$ cat src/hw/strap_mux_pkg.sv
// constants and types shared by the strap decoder and its pin cells
package strap_mux_pkg;
	localparam int GP_PIN_COUNT = 8;
	localparam int SEC_REQ_COUNT = 6;
	localparam int POWER_OVERRIDE_WIDTH = 3;

	// strap encodings
	localparam logic ARB_INTERNAL = 1'h0;
	localparam logic ARB_EXTERNAL = 1'h1;
	localparam logic CLOCK_STOP_OFF = 1'h0;
	localparam logic CLOCK_STOP_ON = 1'h1;
	localparam logic PULL_UP_SEEN = 1'h1;
	localparam logic COMPAT_STRAP_ON = 1'h1;

	// power override field codes that claim shared pin one
	localparam logic [POWER_OVERRIDE_WIDTH-1:0] POWER_OVERRIDE_CODE_A = 3'h1;
	localparam logic [POWER_OVERRIDE_WIDTH-1:0] POWER_OVERRIDE_CODE_B = 3'h3;

	// shared pin positions
	localparam int PIN_CLOCK_STOP = 0;
	localparam int PIN_POWER_OVERRIDE = 1;
	localparam int PIN_COMPAT = 2;
	localparam int PIN_SERIAL_CLK = 4;
	localparam int PIN_SERIAL_DATA = 5;

	// pin direction bit value that turns a general-purpose pin into an output
	localparam logic DIR_OUTPUT = 1'h1;

	// reset values
	localparam logic RESET_LEVEL_HIGH = 1'h1;
	localparam logic RESET_LEVEL_LOW = 1'h0;

	typedef enum logic [1:0] {
		ST_LINK_HELD = 2'h1,
		ST_RUN = 2'h2
	} strap_state_type;
endpackage : strap_mux_pkg

$ cat src/hw/bridge_strap_pin_mux.sv
// strap capture, secondary-bus arbitration routing and shared-pin function select
//
// Notes on behaviour
// - with the internal arbiter, the secondary request pins feed the arbiter as master requests.
// - with an external arbiter, request pin zero is the grant given to the bridge.
// - with an external arbiter, grant pin zero carries the bridge's own bus request.
// - arbiter strap 0 selects the internal arbiter and 1 the external one.
// - clock-stop strap 0 disables clock-stop support and 1 enables it.
// - shared pin zero is a GP pin steered by direction bit 0, or the clock-stop input in that mode.
// - shared pin one is the power override output when the field holds 001b or 011b, else GP.
// - pin two high at link reset release turns on link compatibility mode.
// - GP pins two, three, six and seven take direction from the bit of the same index.
// - shared pin four is serial clock when data has a pull-up, else GP pin four.
// - shared pin five is serial data when it has a pull-up, else GP pin five.
// - the secondary-bus reset is driven as an output.
// - the power-management-event input is watched for events from secondary devices.
// - the global reset clears all logic of the block asynchronously.
`timescale 1ns/1ps
module bridge_strap_pin_mux #(
	parameter int REQ_COUNT = strap_mux_pkg::SEC_REQ_COUNT
) (
	input wire logic I_SYS_CLK,
	input wire logic I_RESET_N,
	input wire logic I_LINK_RESET_N,
	input wire logic I_ARBITER_SOURCE_STRAP,
	input wire logic I_CLOCK_STOP_SUPPORT_STRAP,
	input wire logic I_CLOCK_STOP_MODE,
	input wire logic [strap_mux_pkg::GP_PIN_COUNT-1:0] I_PIN_DIRECTION,
	input wire logic [strap_mux_pkg::GP_PIN_COUNT-1:0] I_GP_OUT_DATA,
	input wire logic [strap_mux_pkg::POWER_OVERRIDE_WIDTH-1:0] I_POWER_OVERRIDE_FIELD,
	input wire logic I_POWER_OVERRIDE_LEVEL,
	input wire logic I_SERIAL_CLK_DRIVE_LOW,
	input wire logic I_SERIAL_DATA_DRIVE_LOW,
	input wire logic [strap_mux_pkg::GP_PIN_COUNT-1:0] I_GP_PIN,
	input wire logic [REQ_COUNT-1:0] I_SEC_REQ_N,
	input wire logic [REQ_COUNT-1:0] I_ARB_GNT_N,
	input wire logic I_ARB_BRIDGE_GRANT,
	input wire logic I_BRIDGE_BUS_REQ,
	input wire logic I_SEC_RESET_ASSERT,
	input wire logic I_PME_N,
	output logic [strap_mux_pkg::GP_PIN_COUNT-1:0] O_GP_PIN,
	output logic [strap_mux_pkg::GP_PIN_COUNT-1:0] O_GP_PIN_OE_N,
	output logic [strap_mux_pkg::GP_PIN_COUNT-1:0] O_GP_IN_DATA,
	output logic [REQ_COUNT-1:0] O_ARB_REQ_N,
	output logic [REQ_COUNT-1:0] O_SEC_GNT_N,
	output logic O_BRIDGE_BUS_GRANT,
	output logic O_EXTERNAL_ARBITER,
	output logic O_CLOCK_STOP_SUPPORT,
	output logic O_CLOCK_STOP_ACTIVE,
	output logic O_CLOCK_STOP_REQUEST_N,
	output logic O_POWER_OVERRIDE_ACTIVE,
	output logic O_SERIAL_BUS_MODE,
	output logic O_SERIAL_CLK_IN,
	output logic O_SERIAL_DATA_IN,
	output logic O_LINK_COMPAT_MODE,
	output logic O_SEC_BUS_RESET_N,
	output logic O_PME_ACTIVE,
	output logic O_PME_EVENT,
	output logic O_STRAPS_VALID
);
	localparam int NPIN = strap_mux_pkg::GP_PIN_COUNT;

	generate
		if (REQ_COUNT < 1 || REQ_COUNT > 16) begin : g_bad_req_count
			$error("REQ_COUNT must lie between 1 and 16");
		end
	endgenerate

	typedef struct packed {
		strap_mux_pkg::strap_state_type state;
		logic arb_ext;
		logic clock_stop_en;
		logic serial_en;
		logic compat_en;
		logic clock_stop_act;
		logic power_override_act;
		logic clock_stop_req_n;
		logic [REQ_COUNT-1:0] arb_req_n;
		logic [REQ_COUNT-1:0] sec_gnt_n;
		logic bridge_grant;
		logic sec_rst_n;
		logic pme_n_d;
		logic pme_event;
		logic pme_active;
	} mux_type;

	mux_type mux_r;
	mux_type mux_nxt;

	logic hold;
	logic [NPIN-1:0] alt_sel;
	logic [NPIN-1:0] alt_oe;
	logic [NPIN-1:0] alt_out;
	logic [NPIN-1:0] pin_in;
	logic link_release;
	logic power_code_hit;

	assign hold = (mux_r.state == strap_mux_pkg::ST_LINK_HELD);
	assign link_release = hold && I_LINK_RESET_N;
	assign power_code_hit =
		(I_POWER_OVERRIDE_FIELD == strap_mux_pkg::POWER_OVERRIDE_CODE_A) ||
		(I_POWER_OVERRIDE_FIELD == strap_mux_pkg::POWER_OVERRIDE_CODE_B);

	always_comb begin
		mux_nxt = mux_r;

		// strap capture at the rising edge of the link reset
		unique case (mux_r.state)
			strap_mux_pkg::ST_LINK_HELD: begin
				if (I_LINK_RESET_N) begin
					mux_nxt.state = strap_mux_pkg::ST_RUN;
					mux_nxt.arb_ext = (I_ARBITER_SOURCE_STRAP == strap_mux_pkg::ARB_EXTERNAL);
					mux_nxt.clock_stop_en =
						(I_CLOCK_STOP_SUPPORT_STRAP == strap_mux_pkg::CLOCK_STOP_ON);
					mux_nxt.serial_en =
						(I_GP_PIN[strap_mux_pkg::PIN_SERIAL_DATA] ==
						strap_mux_pkg::PULL_UP_SEEN);
					mux_nxt.compat_en =
						(I_GP_PIN[strap_mux_pkg::PIN_COMPAT] ==
						strap_mux_pkg::COMPAT_STRAP_ON);
				end
			end
			strap_mux_pkg::ST_RUN: begin
				if (!I_LINK_RESET_N) begin
					mux_nxt.state = strap_mux_pkg::ST_LINK_HELD;
				end
			end
		endcase

		// clock-stop mode needs both the strap and software consent
		mux_nxt.clock_stop_act = !hold && !link_release && mux_r.clock_stop_en &&
			I_CLOCK_STOP_MODE;
		mux_nxt.power_override_act = !hold && power_code_hit;
		if (mux_r.clock_stop_act) begin
			mux_nxt.clock_stop_req_n = pin_in[strap_mux_pkg::PIN_CLOCK_STOP];
		end else begin
			mux_nxt.clock_stop_req_n = strap_mux_pkg::RESET_LEVEL_HIGH;
		end

		// arbitration routing
		if (mux_r.arb_ext == strap_mux_pkg::ARB_EXTERNAL) begin
			mux_nxt.arb_req_n = '1;
			mux_nxt.sec_gnt_n = '1;
			mux_nxt.sec_gnt_n[0] = ~I_BRIDGE_BUS_REQ;
			mux_nxt.bridge_grant = ~I_SEC_REQ_N[0];
		end else begin
			mux_nxt.arb_req_n = I_SEC_REQ_N;
			mux_nxt.sec_gnt_n = I_ARB_GNT_N;
			mux_nxt.bridge_grant = I_ARB_BRIDGE_GRANT;
		end

		// secondary reset follows its request and the link reset
		mux_nxt.sec_rst_n = !I_SEC_RESET_ASSERT && I_LINK_RESET_N;

		// power-management event: level plus a pulse on each new assertion
		mux_nxt.pme_n_d = I_PME_N;
		mux_nxt.pme_active = ~I_PME_N;
		mux_nxt.pme_event = mux_r.pme_n_d && !I_PME_N;
	end

	always_ff @(posedge I_SYS_CLK or negedge I_RESET_N) begin
		if (!I_RESET_N) begin
			mux_r.state <= strap_mux_pkg::ST_LINK_HELD;
			mux_r.arb_ext <= strap_mux_pkg::ARB_INTERNAL;
			mux_r.clock_stop_en <= strap_mux_pkg::CLOCK_STOP_OFF;
			mux_r.serial_en <= 1'h0;
			mux_r.compat_en <= 1'h0;
			mux_r.clock_stop_act <= 1'h0;
			mux_r.power_override_act <= 1'h0;
			mux_r.clock_stop_req_n <= 1'h1;
			mux_r.arb_req_n <= '1;
			mux_r.sec_gnt_n <= '1;
			mux_r.bridge_grant <= 1'h0;
			mux_r.sec_rst_n <= 1'h0;
			mux_r.pme_n_d <= 1'h1;
			mux_r.pme_event <= 1'h0;
			mux_r.pme_active <= 1'h0;
		end else begin
			mux_r <= mux_nxt;
		end
	end

	// alternate function of each shared pin
	always_comb begin
		alt_sel = '0;
		alt_oe = '0;
		alt_out = '0;
		// pin zero as clock-stop input never drives
		alt_sel[strap_mux_pkg::PIN_CLOCK_STOP] = mux_r.clock_stop_act;
		alt_sel[strap_mux_pkg::PIN_POWER_OVERRIDE] = mux_r.power_override_act;
		alt_oe[strap_mux_pkg::PIN_POWER_OVERRIDE] = 1'h1;
		alt_out[strap_mux_pkg::PIN_POWER_OVERRIDE] = I_POWER_OVERRIDE_LEVEL;
		// serial pins are open drain: only ever pulled low
		alt_sel[strap_mux_pkg::PIN_SERIAL_CLK] = mux_r.serial_en;
		alt_oe[strap_mux_pkg::PIN_SERIAL_CLK] = I_SERIAL_CLK_DRIVE_LOW;
		alt_sel[strap_mux_pkg::PIN_SERIAL_DATA] = mux_r.serial_en;
		alt_oe[strap_mux_pkg::PIN_SERIAL_DATA] = I_SERIAL_DATA_DRIVE_LOW;
	end

	genvar gi;
	generate
		for (gi = 0; gi < NPIN; gi++) begin : g_pin
			gp_pin_cell u_cell (
				.i_clk(I_SYS_CLK),
				.i_reset_n(I_RESET_N),
				.i_hold(hold),
				.i_alt_sel(alt_sel[gi]),
				.i_alt_oe(alt_oe[gi]),
				.i_alt_out(alt_out[gi]),
				.i_dir(I_PIN_DIRECTION[gi]),
				.i_out(I_GP_OUT_DATA[gi]),
				.i_pin(I_GP_PIN[gi]),
				.o_pin(O_GP_PIN[gi]),
				.o_pin_oe_n(O_GP_PIN_OE_N[gi]),
				.o_in(pin_in[gi])
			);
		end
	endgenerate

	assign O_GP_IN_DATA = pin_in;
	assign O_ARB_REQ_N = mux_r.arb_req_n;
	assign O_SEC_GNT_N = mux_r.sec_gnt_n;
	assign O_BRIDGE_BUS_GRANT = mux_r.bridge_grant;
	assign O_EXTERNAL_ARBITER = mux_r.arb_ext;
	assign O_CLOCK_STOP_SUPPORT = mux_r.clock_stop_en;
	assign O_CLOCK_STOP_ACTIVE = mux_r.clock_stop_act;
	assign O_CLOCK_STOP_REQUEST_N = mux_r.clock_stop_req_n;
	assign O_POWER_OVERRIDE_ACTIVE = mux_r.power_override_act;
	assign O_SERIAL_BUS_MODE = mux_r.serial_en;
	assign O_SERIAL_CLK_IN = pin_in[strap_mux_pkg::PIN_SERIAL_CLK];
	assign O_SERIAL_DATA_IN = pin_in[strap_mux_pkg::PIN_SERIAL_DATA];
	assign O_LINK_COMPAT_MODE = mux_r.compat_en;
	assign O_SEC_BUS_RESET_N = mux_r.sec_rst_n;
	assign O_PME_ACTIVE = mux_r.pme_active;
	assign O_PME_EVENT = mux_r.pme_event;
	assign O_STRAPS_VALID = ~hold;
endmodule : bridge_strap_pin_mux

$ cat src/hw/gp_pin_cell.sv
// one shared pin: general-purpose or alternate function, registered drive
`timescale 1ns/1ps
module gp_pin_cell (
	input wire logic i_clk,
	input wire logic i_reset_n,
	input wire logic i_hold,
	input wire logic i_alt_sel,
	input wire logic i_alt_oe,
	input wire logic i_alt_out,
	input wire logic i_dir,
	input wire logic i_out,
	input wire logic i_pin,
	output logic o_pin,
	output logic o_pin_oe_n,
	output logic o_in
);
	typedef struct packed {
		logic pin;
		logic oe_n;
		logic in;
	} cell_type;

	cell_type cell_r;
	cell_type cell_nxt;

	always_comb begin
		cell_nxt = cell_r;
		cell_nxt.in = i_pin;
		if (i_hold) begin
			// released so the board straps can be read
			cell_nxt.oe_n = strap_mux_pkg::RESET_LEVEL_HIGH;
			cell_nxt.pin = strap_mux_pkg::RESET_LEVEL_LOW;
		end else if (i_alt_sel) begin
			cell_nxt.oe_n = ~i_alt_oe;
			cell_nxt.pin = i_alt_out;
		end else begin
			cell_nxt.oe_n = ~(i_dir == strap_mux_pkg::DIR_OUTPUT);
			cell_nxt.pin = i_out;
		end
	end

	always_ff @(posedge i_clk or negedge i_reset_n) begin
		if (!i_reset_n) begin
			cell_r <= '{pin: 1'h0, oe_n: 1'h1, in: 1'h0};
		end else begin
			cell_r <= cell_nxt;
		end
	end

	assign o_pin = cell_r.pin;
	assign o_pin_oe_n = cell_r.oe_n;
	assign o_in = cell_r.in;
endmodule : gp_pin_cell

$ cat config.mk
export PLATFORM = sky130hd
export DESIGN_NAME = bridge_strap_pin_mux
export DESIGN_NICKNAME = d
export VERILOG_FILES = /design/src/hw/strap_mux_pkg.sv /design/src/hw/bridge_strap_pin_mux.sv /design/src/hw/gp_pin_cell.sv
export SDC_FILE = /design/constraint.sdc
export NUM_CORES = 1
export LEC_CHECK = 0
export CAP_MARGIN = 20
export CORE_UTILIZATION = 65
export CTS_BUF_LIST = sky130_fd_sc_hd__clkbuf_16
export DETAILED_ROUTE_END_ITERATION = 10
export DONT_BUFFER_PORTS = 1
export PLACE_DENSITY = 0.9
export SLEW_MARGIN = 10
export SYNTH_ARGS = -nofsm -noshare
export SYNTH_HDL_FRONTEND = slang
export SYNTH_HIERARCHICAL = 1
export SYNTH_SLANG_ARGS = --single-unit
export TNS_END_PERCENT = 20
$ cat constraint.sdc
create_clock -name I_SYS_CLK -period 3.62 [get_ports I_SYS_CLK]
set_clock_uncertainty 0.15 [all_clocks]
set_input_delay 0.724 -clock I_SYS_CLK [delete_from_list [all_inputs] [get_ports I_SYS_CLK]]
set_output_delay 0.724 -clock I_SYS_CLK [all_outputs]
set_load 0.01 [all_outputs]
Word-level counts from Yosys, hierarchy flattened
Cells that the tools add are included.
{ "totals": {"regBits": 50, "inputBits": 52, "output_inout_bits": 50, "word_cells": 90} }
{ "classes": {"n_eq_ne": 6, "n_mux": 17, "n_bitwise": 14, "n_reduce_logical": 14} }
{ "op_table": {"columns": ["cell", "n"], "rows": [
  ["2-to-1 mux 2 bit", 13],
  ["inverter 1 bit", 14],
  ["2-to-1 mux 13 bit", 1],
  ["logical AND 1 bit", 7],
  ["2-to-1 mux 6 bit", 1],
  ["logical NOT 1 bit", 4],
  ["!= test 2 bit, second input constant", 2],
  ["case mux 2 bit (2 select lines)", 1],
  ["AND reduction 2 bit", 2],
  ["== test 3 x 1 -> 1 bit, second input constant", 1],
  ["== test 3 x 2 -> 1 bit, second input constant", 1],
  ["== test 2 x 1 -> 1 bit, second input constant", 1],
  ["== test 2 bit, second input constant", 1],
  ["logical OR 1 bit", 1],
  ["2-to-1 mux 1 bit", 1]
]} }

Longest topological paths before layout
Gate-level depths: netlist (run 1).
{ "depth": {"depth_word": 6, "ltp_mapped": 3, "mapped_depth_nobuf": 3} }

Cells and area by module
The synthesis (run 1) kept the hierarchy.
{ "by_module_without_submodules": {"columns": ["mod", "instances", "cells_per_inst", "area_each_um2", "seq_area_each_um2"], "rows": [
  ["bridge_strap_pin_mux", 1, 74, 1024.7, 669.4],
  ["gp_pin_cell", 8, 7, 106.4, 76.3]
]} }

Least setup slack after synthesis (run 1)
No wires, ideal clock.
{ "synth_timing": {"kind": "register to output", "startpoint": "reg mux_r[24] (netlist bit)", "endpoint": "out O_STRAPS_VALID", "t_arrival_ns": 0.673, "required_time_ns": 2.746, "setup_slack_ns": 2.073, "stages_incl_launch_ff": 2, "path_buffers": 0, "cell_sequence": "dfstp_2 nand2b_1"} }
{ "synth_between": {"elab_chain_len": 2} }
{ "synth_rtl": {"columns": ["item", "line", "source"], "rows": [
  ["from (decl)", "bridge_strap_pin_mux.sv:87", "mux_type mux_r;"],
  ["from (signal assigned)", "bridge_strap_pin_mux.sv:179", "mux_r <= mux_nxt;"],
  ["== test 2 x 1 -> 1 bit", "bridge_strap_pin_mux.sv:98", "assign hold = (mux_r.state == strap_mux_pkg::ST_LINK_HELD);"],
  ["inverter 1 bit", "bridge_strap_pin_mux.sv:236", "assign O_STRAPS_VALID = ~hold;"],
  ["to (decl)", "bridge_strap_pin_mux.sv:59", "output logic O_STRAPS_VALID"]
]} }
Every way passes these cells.

Final worst setup path (run 1)
Same ends and word-level chain as after synthesis.

==> metrics.cfg, run 1 <==
[detailed_routing]
finalWirelength_mm=3.06
vias=903
ant_nets=0
avgViaCountPerCell=5.22
firstDrtPassIters=5
drcViolationCount=0
drt_iter0_drc=26
wire_per_inst_um=17.7

[yosys]
yosysSeqAreaShare=0.682
synth.distinct_cells=18
synth_top_family_by_area=multiplexers
synth_area_um2=1880
synth_xor_area_frac=0
ys_warn_count=6
synth_mux_area_frac=0.128
synth_top_cell_area_share=0.360
synthAdderAreaFrac=0
synth_area_leaders=dfrtp_1, dfstp_2, mux2i_1
syn_inst=130
ys_ff_latch=50
async_flop_share=1.00
synth-compound-area-share=0.00267
synthSimpleGateAreaFrac=0.114
synth_flop_cell=dfrtp_1
synth_edf_count=0
synth_top_area_cell=dfrtp_1
avgSynthCellArea_um2=14.4

[worst_hold_path]
hold_path_class=input port to asynchronous set/reset pin

[critical_path]
crit_path_max_fanout=4
crit_chain=nand2b_1
worstPathArrival_ns=1.01
cp-end-kind=output pin
rr_startpoint=mux_r[24]
critPathBufInv=0
setup.worst_path.start_class=register
r2r_setup_slack_ns=2.25
crit_path_max_incr_delay_ns=0.56
required_ns=2.75
worst_path_max_delay_cell=dfstp_2
critPathLaunch=mux_r[24]
path_delay_family=flip-flops
crit_type=register to output pin

[power]
vdd_drop_max_uv=545
p_per_area_nw_per_um2=646
switching_share=0.226
leakagePower_uw=0.000979
combPwrFrac=0.069
p_int_uw=1030
power_uw=1330
power_frac_clock=0.379
pwr-share-seq=0.552
p_switching_uw=300

[finish]
area_growth_pct=9.74
n_fill_cell=174
drive_above_1_share=0.261
final_util=0.753
antennaDiodeCount=0
final_cells=173
final_nets=193

[grt]
grt_overflow=0
grt_pass1_wl_mm=4.86
grt_max_degree=28
grt.total_usage=0.216
antenna_found_initial=0
grt_pass1_vias=1024

[placement]
placedCellCount=164
place_congestion=0.658
io_buffers=0

[die]
rows=19
die_h_um=55.7
start_util=0.686
coreArea_um2=2730
die_x_um=55.7
die_area_um2=3100
ios=102

[flow_run]
maxCapViolCount=0

[sta]
hold_viol_final=0
tns_ns=0
setup_viol=0
min_period_ns=1.88
slew_viol_final=0
hold_ws_ns=0.110
post-route-period-util=0.520
rsz0062_at_grt=no
max_freq_ghz=0.531

[clocking]
cts_setup_buffers=0
root_buffer=clkbuf_16
cts_resized=0
path_clk_slew_ns=0.06
clock_path_buffers=2
cts_max_level=2
cts_tree=done
clock_sinks=50
postCtsHoldBufs=1
cts_made_buffers=5
clk_latency_ns=0.28

[run_status]
status=completed

Yosys cell counts (2+ instances only):
master and n:
conb_1 2, mux2_4 4, nor2_1 8, buf_4 14, inv_1 3, nor2b_1 2, nand2b_1 3, or2_1 19
mux2i_1 18, dfrtp_1 27, dfstp_2 23
kinds of logic after synthesis:
logic type	Yosys count
other	2
AND/OR/NAND/NOR	35
buffers and inverters	20
flip-flops	50
multiplexers	22
AO/OA/AOI/OAI	1
registers in the layout (all words and copies together) (netlist names), 3 cells and up:
register                 count
mux_r                        3
O_SEC_GNT_N                  6
g_pin.u_cell/o_pin           8
g_pin.u_cell/o_pin_oe_n      8
g_pin.u_cell/o_in            8
O_ARB_REQ_N                  6
layout make-up:
| class | instances | area (um2) | area share |
|---|---|---|---|
| Clock inverter | 3 | 41.3 | 0.0201 |
| Timing Repair Buffer | 1 | 20.0 | 0.00973 |
| Tap cell | 31 | 38.8 | 0.0188 |
| Inverter | 4 | 15.0 | 0.00729 |
| Sequential cell | 50 | 1280 | 0.622 |
| Clock buffer | 5 | 125 | 0.0608 |
| Multi-Input combinational cell | 79 | 538 | 0.261 |
layer usage:
metal	track usage	up-vias	wire (um)	share of wire
li1	-	398	-	-
met1	0.210	438	1010	0.33
met2	0.401	61	1740	0.57
met3	0.0814	6	253	0.083
met4	0.0964	0	51	0.017
met5	0	-	0	0
metrics by stage:
stage | area (um2) | setup slack (ns)
after floorplan | 1950 | 2.07
after global placement | 1870 | 2.05
after detailed placement | 1870 | 2.04
after CTS | 2060 | 1.73
after global routing | 2060 | 1.70
final | 2060 | 1.74
final timing paths:
path	end	cells after the start
setup / recovery	O_STRAPS_VALID	1
hold / removal	O_CLOCK_STOP_ACTIVE	1
setup reg to reg	g_pin[6].u_cell/o_pin_oe_n	3
hold reg to reg	O_PME_EVENT	1
max in group asynchronous	g_pin[6].u_cell/o_in	1
min in group I_SYS_CLK	mux_r[2]	0
cell usage in the layout, fill, tap and decap left out, types with 2 or more instances in the layout:
cell type / synthesis / routed
dfrtp_1: 27 / 27
nand2b_1: 3 / 3
dfstp_2: 23 / 23
nor2_1: 8 / 8
nor2b_1: 2 / 2
or2_1: 19 / 19
mux2i_1: 18 / 18
inv_1: 3 / 4
clkbuf_16: 0 / 5
conb_1: 2 / 21
mux2_4: 4 / 4
power by group through the flow:
stage | Clock, uW | Sequential, uW | Combinational, uW
4_1_cts | 516 | 737 | 92.5
2_1_floorplan | 0 | 710 | 123
6_report | 503 | 734 | 91.8
5_1_grt | 531 | 743 | 101
3_5_place_dp | 0 | 745 | 84.3
3_3_place_gp | 0 | 740 | 78.3
(Power assumes the default switching activity.)
==> run 2: changes to the inputs <==
CORE_UTILIZATION = 61   (was 65)
PLACE_DENSITY = 0.86   (was 0.9)
clock period = 1.9 ns   (was 3.62 ns; I/O delays follow)
==> run 2 against run 1 <==
  * The run now ends with design-rule violations left
  * Die area is 6.3% higher
  * Critical path depth stayed put
  * Hold slack worse by 0.097 ns
  * Worst setup slack worse by 1.4 ns
  * Combinational power is 120% higher
  * Wire length is 1.7% lower
  * Register-to-register slack worse by 1.8 ns
  * Clock-buffer cell count stayed put
  * Critical endpoint unchanged
==> metrics.cfg, run 2 (synthesis results as in run 1) <==
[worst_hold_path]
hold_depth=1
min_from=I_PME_N
hold_path_class=input port to register
min_to=O_PME_EVENT

[critical_path]
worst_path_max_delay_cell=dfstp_2
reg2reg_to=g_pin[1].u_cell/o_pin
path_delay_family=flip-flops
critPathBufInv=0
crit_path_max_incr_delay_ns=0.56
r2r_setup_slack_ns=0.50
cp-end-kind=output pin
rr_startpoint=mux_r[24]
worstRegToRegCells=3
required_ns=1.37
crit_chain=nand2b_1
crit_path_max_fanout=4
worstPathArrival_ns=1.01
setup.worst_path.start_class=register
crit_type=register to output pin

[placement]
io_buffers=0
placed_cell_area_um2=1870
place_ws_ns=0.517
place_congestion=0.689

[sta]
hold_ws_ns=0.0132
setup_viol=0
max_freq_ghz=0.648
setup_slack_ns=0.357
tns_ns=0
post-route-period-util=0.812
hold_viol_final=0
rsz0062_at_grt=no
slew_viol_final=0
min_period_ns=1.54

[detailed_routing]
drcViolationCount=9
ant_nets=0
wire_per_inst_um=16.3
drt_iter0_drc=35
vias=925
avgViaCountPerCell=5.00
finalWirelength_mm=3.01
firstDrtPassIters=7

[flow_run]
maxCapViolCount=0

[finish]
final_common_cell=dfrtp_1
antennaDiodeCount=0
multi_input_area_um2=538
area_growth_pct=15.1
stdcell_area_um2=2160
final_nets=205
layout_common_cells=dfrtp_1, dfstp_2, conb_1, or2_1, mux2i_1
n_fill_cell=168
seq_area_um2=1280
drive_above_1_share=0.240

[clocking]
clock_path_buffers=2
cts_setup_buffers=0
cts_tree=done
clk_latency_ns=0.27
cts_made_buffers=5
cts_max_level=2
root_buffer=clkbuf_16
path_clk_slew_ns=0.06
clock_sinks=50

[power]
leakagePower_uw=0.00103
power_uw=2400
p_per_area_nw_per_um2=1110
vdd_drop_max_uv=701

[grt]
grt_pass1_vias=980
met1_usage=0.208
grt_pass1_wl_mm=4.63
grtUsageMet3=0.0612
grt_max_degree=51
grt_overflow=0
antenna_found_initial=0
busiest_layer=met2
grt.met2_usage=0.350
grt.total_usage=0.190

[run_status]
status=finished, violations left
violations=design-rule violations

[die]
die_x_um=57.5
rows=19
die_area_um2=3300
ios=102
die_h_um=57.5
coreArea_um2=2830
start_util=0.663

## run 2: repair_timing
action | CTS | global route
endpoints found under the hold margin | 61 | 1
hold buffers | 12 | 1
gates resized for setup | 0 | 0
endpoints found under the setup margin | 0 | 0
## run 2: final cells by class
class,count,area share
tap,31,0.0180
timing repair buffer,13,0.0684
clock buffer,5,0.0580
sequential,50,0.593
clock inverter,3,0.00638
multi-input combinational,79,0.249
inverter,4,0.00696
## run 2: worst max path at each step
stage	slack (ns)	to	start	cells past startpoint
after floorplan	0.68	O_CLOCK_STOP_SUPPORT	mux_r[24]	2
after global placement	0.58	O_POWER_OVERRIDE_ACTIVE	mux_r[24]	3
after detailed placement	0.52	g_pin[5].u_cell/o_pin	mux_r[24]	3
after CTS	0.36	O_STRAPS_VALID	mux_r[24]	1
after global routing	0.33	O_STRAPS_VALID	mux_r[24]	1
final	0.36	O_STRAPS_VALID	mux_r[24]	1
## run 2: layer usage
| metal | wire length, um | share of wire | up-vias |
|---|---|---|---|
| met4 | 32 | 0.011 | 0 |
| li1 | - | - | 420 |
| met3 | 299 | 0.099 | 5 |
| met1 | 1080 | 0.36 | 440 |
| met2 | 1600 | 0.53 | 60 |
| met5 | 0 | 0 | - |
## run 2: power breakdown
| part | switching, uW | internal (uW) |
|---|---|---|
| sequential | 157 | 1240 |
| clock | 324 | 477 |
| combinational | 81.4 | 123 |
## run 2: through the flow
| stage | std cells | util |
|---|---|---|
| after floorplan | 149 | - |
| after global placement | 164 | 0.662 |
| after detailed placement | 164 | 0.662 |
| after CTS | 184 | 0.759 |
| after global routing | 185 | 0.763 |
| final | 185 | 0.763 |
==> run 3: changes to the inputs <==
clock period = 1.6 ns   (was 1.9 ns; I/O delays follow)
==> run 3 against run 2 <==
  * The flow finishes with violations (design-rule violations, negative hold slack)
  * Global-route usage fell by 0.32 points
  * Final cell count rose by 3.8%
  * Clock power rose by 19%
  * Via count rose by 3.4%
  * Final area rose by 2.4%
  * Sequential power rose by 19%
  * Largest power group unchanged
  * Highest routed layer unchanged
==> metrics.cfg, run 3 (synthesis results as in run 1) <==
[clocking]
cts_resized=0
clock_sinks=50
clock_path_buffers=2
clk_latency_ns=0.27
cts_max_level=2
path_clk_slew_ns=0.06
root_buffer=clkbuf_16
cts_made_buffers=5
cts_tree=done

[sta]
setup_viol=0
hold_ws_ns=-0.413
tns_ns=0
post-route-period-util=0.922
max_freq_ghz=0.678
hold_viol_final=50
min_period_ns=1.47
rsz0062_at_grt=no
slew_viol_final=0

[grt]
grt_pass1_wl_mm=4.59
grt_pass1_vias=1018
antenna_found_initial=0
grt.total_usage=0.187
grt_overflow=0
grt_max_degree=51

[detailed_routing]
vias=956
firstDrtPassIters=7
finalWirelength_mm=3.06
wirelength_met1_mm=1.11
wire_per_inst_um=15.9
routed.top_layer=met4
drt_iter0_drc=42
drcViolationCount=9
avgViaCountPerCell=4.98
wl_met3_um=277
ant_nets=0
routed-wl-met2_mm=1.64

[finish]
final_nets=212
drive_above_1_share=0.224
final_common_cell=dfrtp_1
antennaDiodeCount=0
area_growth_pct=17.9
layout_common_cells=dfrtp_1, dfstp_2, conb_1, dlygate4sd3_1, or2_1
n_fill_cell=169

[placement]
hpwl_mm=2.00
place_congestion=0.689
io_buffers=0

[die]
die_h_um=57.5
rows=19
coreArea_um2=2830
die_area_um2=3300
start_util=0.663
ios=102
die_x_um=57.5

[critical_path]
setup.worst_path.start_class=register
critPathBufInv=0
worst_path_max_delay_cell=dfstp_2
crit_path_max_fanout=4
crit_type=register to output pin
path_delay_family=flip-flops
crit_path_max_incr_delay_ns=0.56
cp-end-kind=output pin
crit_chain=nand2b_1
required_ns=1.13
worstPathArrival_ns=1.00

[power]
p_per_area_nw_per_um2=1290
vdd_drop_max_uv=814
power_uw=2840
p_switching_uw=651
leakagePower_uw=0.00105
combPwrFrac=0.081
power_frac_clock=0.335
p_int_uw=2190
switching_share=0.229
pwr-share-seq=0.585

[worst_hold_path]
hold_path_class=input port to asynchronous set/reset pin

[run_status]
status=finished, violations left
violations=design-rule violations, negative hold slack

[flow_run]
maxCapViolCount=0

==> run 3: changes by cell type in the layout (fill, tap and decap cells not counted) <==
cell and change:
dlygate4sd3_1 +8, buf_16 -1
==> run 3: area by class of cell <==
type | count | area, um2 | area share
Inverter | 4 | 15.0 | 0.00679
Clock inverter | 3 | 13.8 | 0.00623
Clock buffer | 5 | 125 | 0.0566
Multi-Input combinational cell | 79 | 538 | 0.243
Timing Repair Buffer | 20 | 200 | 0.0905
Sequential cell | 50 | 1280 | 0.579
Tap cell | 31 | 38.8 | 0.0175
==> run 3: per-stage QoR <==
| step | util | cell area [um2] | std cells | worst slack [ns] | hold slack, ns |
|---|---|---|---|---|---|
| 6_report | 0.782 | 2210 | 192 | 0.125 | -0.413 |
| 2_1_floorplan | - | 1950 | 149 | 0.381 | -0.126 |
| 5_1_grt | 0.782 | 2210 | 192 | 0.0917 | -0.424 |
| 3_5_place_dp | 0.662 | 1870 | 164 | 0.226 | -0.124 |
| 4_1_cts | 0.771 | 2180 | 189 | 0.120 | -0.420 |
| 3_3_place_gp | 0.662 | 1870 | 164 | 0.282 | -0.124 |
==> run 3: repair_timing <==
item | 4_1_cts | 5_1_grt
hold endpoints to repair | 70 | 53
buffers inserted | 0 | 0
hold buffers | 17 | 3
==> run 3: metal layers <==
metal | up-vias | GRT usage
met5 | - | 0
li1 | 436 | -
met2 | 62 | 0.344
met4 | 0 | 0.0627
met3 | 5 | 0.0522
met1 | 453 | 0.206
==> run 3: final timing paths <==
kind                           startpoint                         end  slack [ns]  depth (start not counted)
max reg2reg                     mux_r[24]     O_POWER_OVERRIDE_ACTIVE        0.23                          3
max in group asynchronous       I_RESET_N  g_pin[2].u_cell/o_pin_oe_n        1.52                          0
min                             I_RESET_N        g_pin[2].u_cell/o_in       -0.41                          0
min in group I_SYS_CLK     I_SEC_REQ_N[0]              O_ARB_REQ_N[0]           0                          1
min reg2reg                      mux_r[2]                 O_PME_EVENT        0.35                          1
max                             mux_r[24]              O_STRAPS_VALID        0.13                          1
==> run 3: power groups by stage <==
stage / logic [uW] / clock network, uW / registers [uW]
2_1_floorplan: 279 / 0 / 1610
3_3_place_gp: 176 / 0 / 1680
3_5_place_dp: 190 / 0 / 1680
4_1_cts: 223 / 973 / 1660
5_1_grt: 254 / 1020 / 1680
6_report: 229 / 952 / 1660
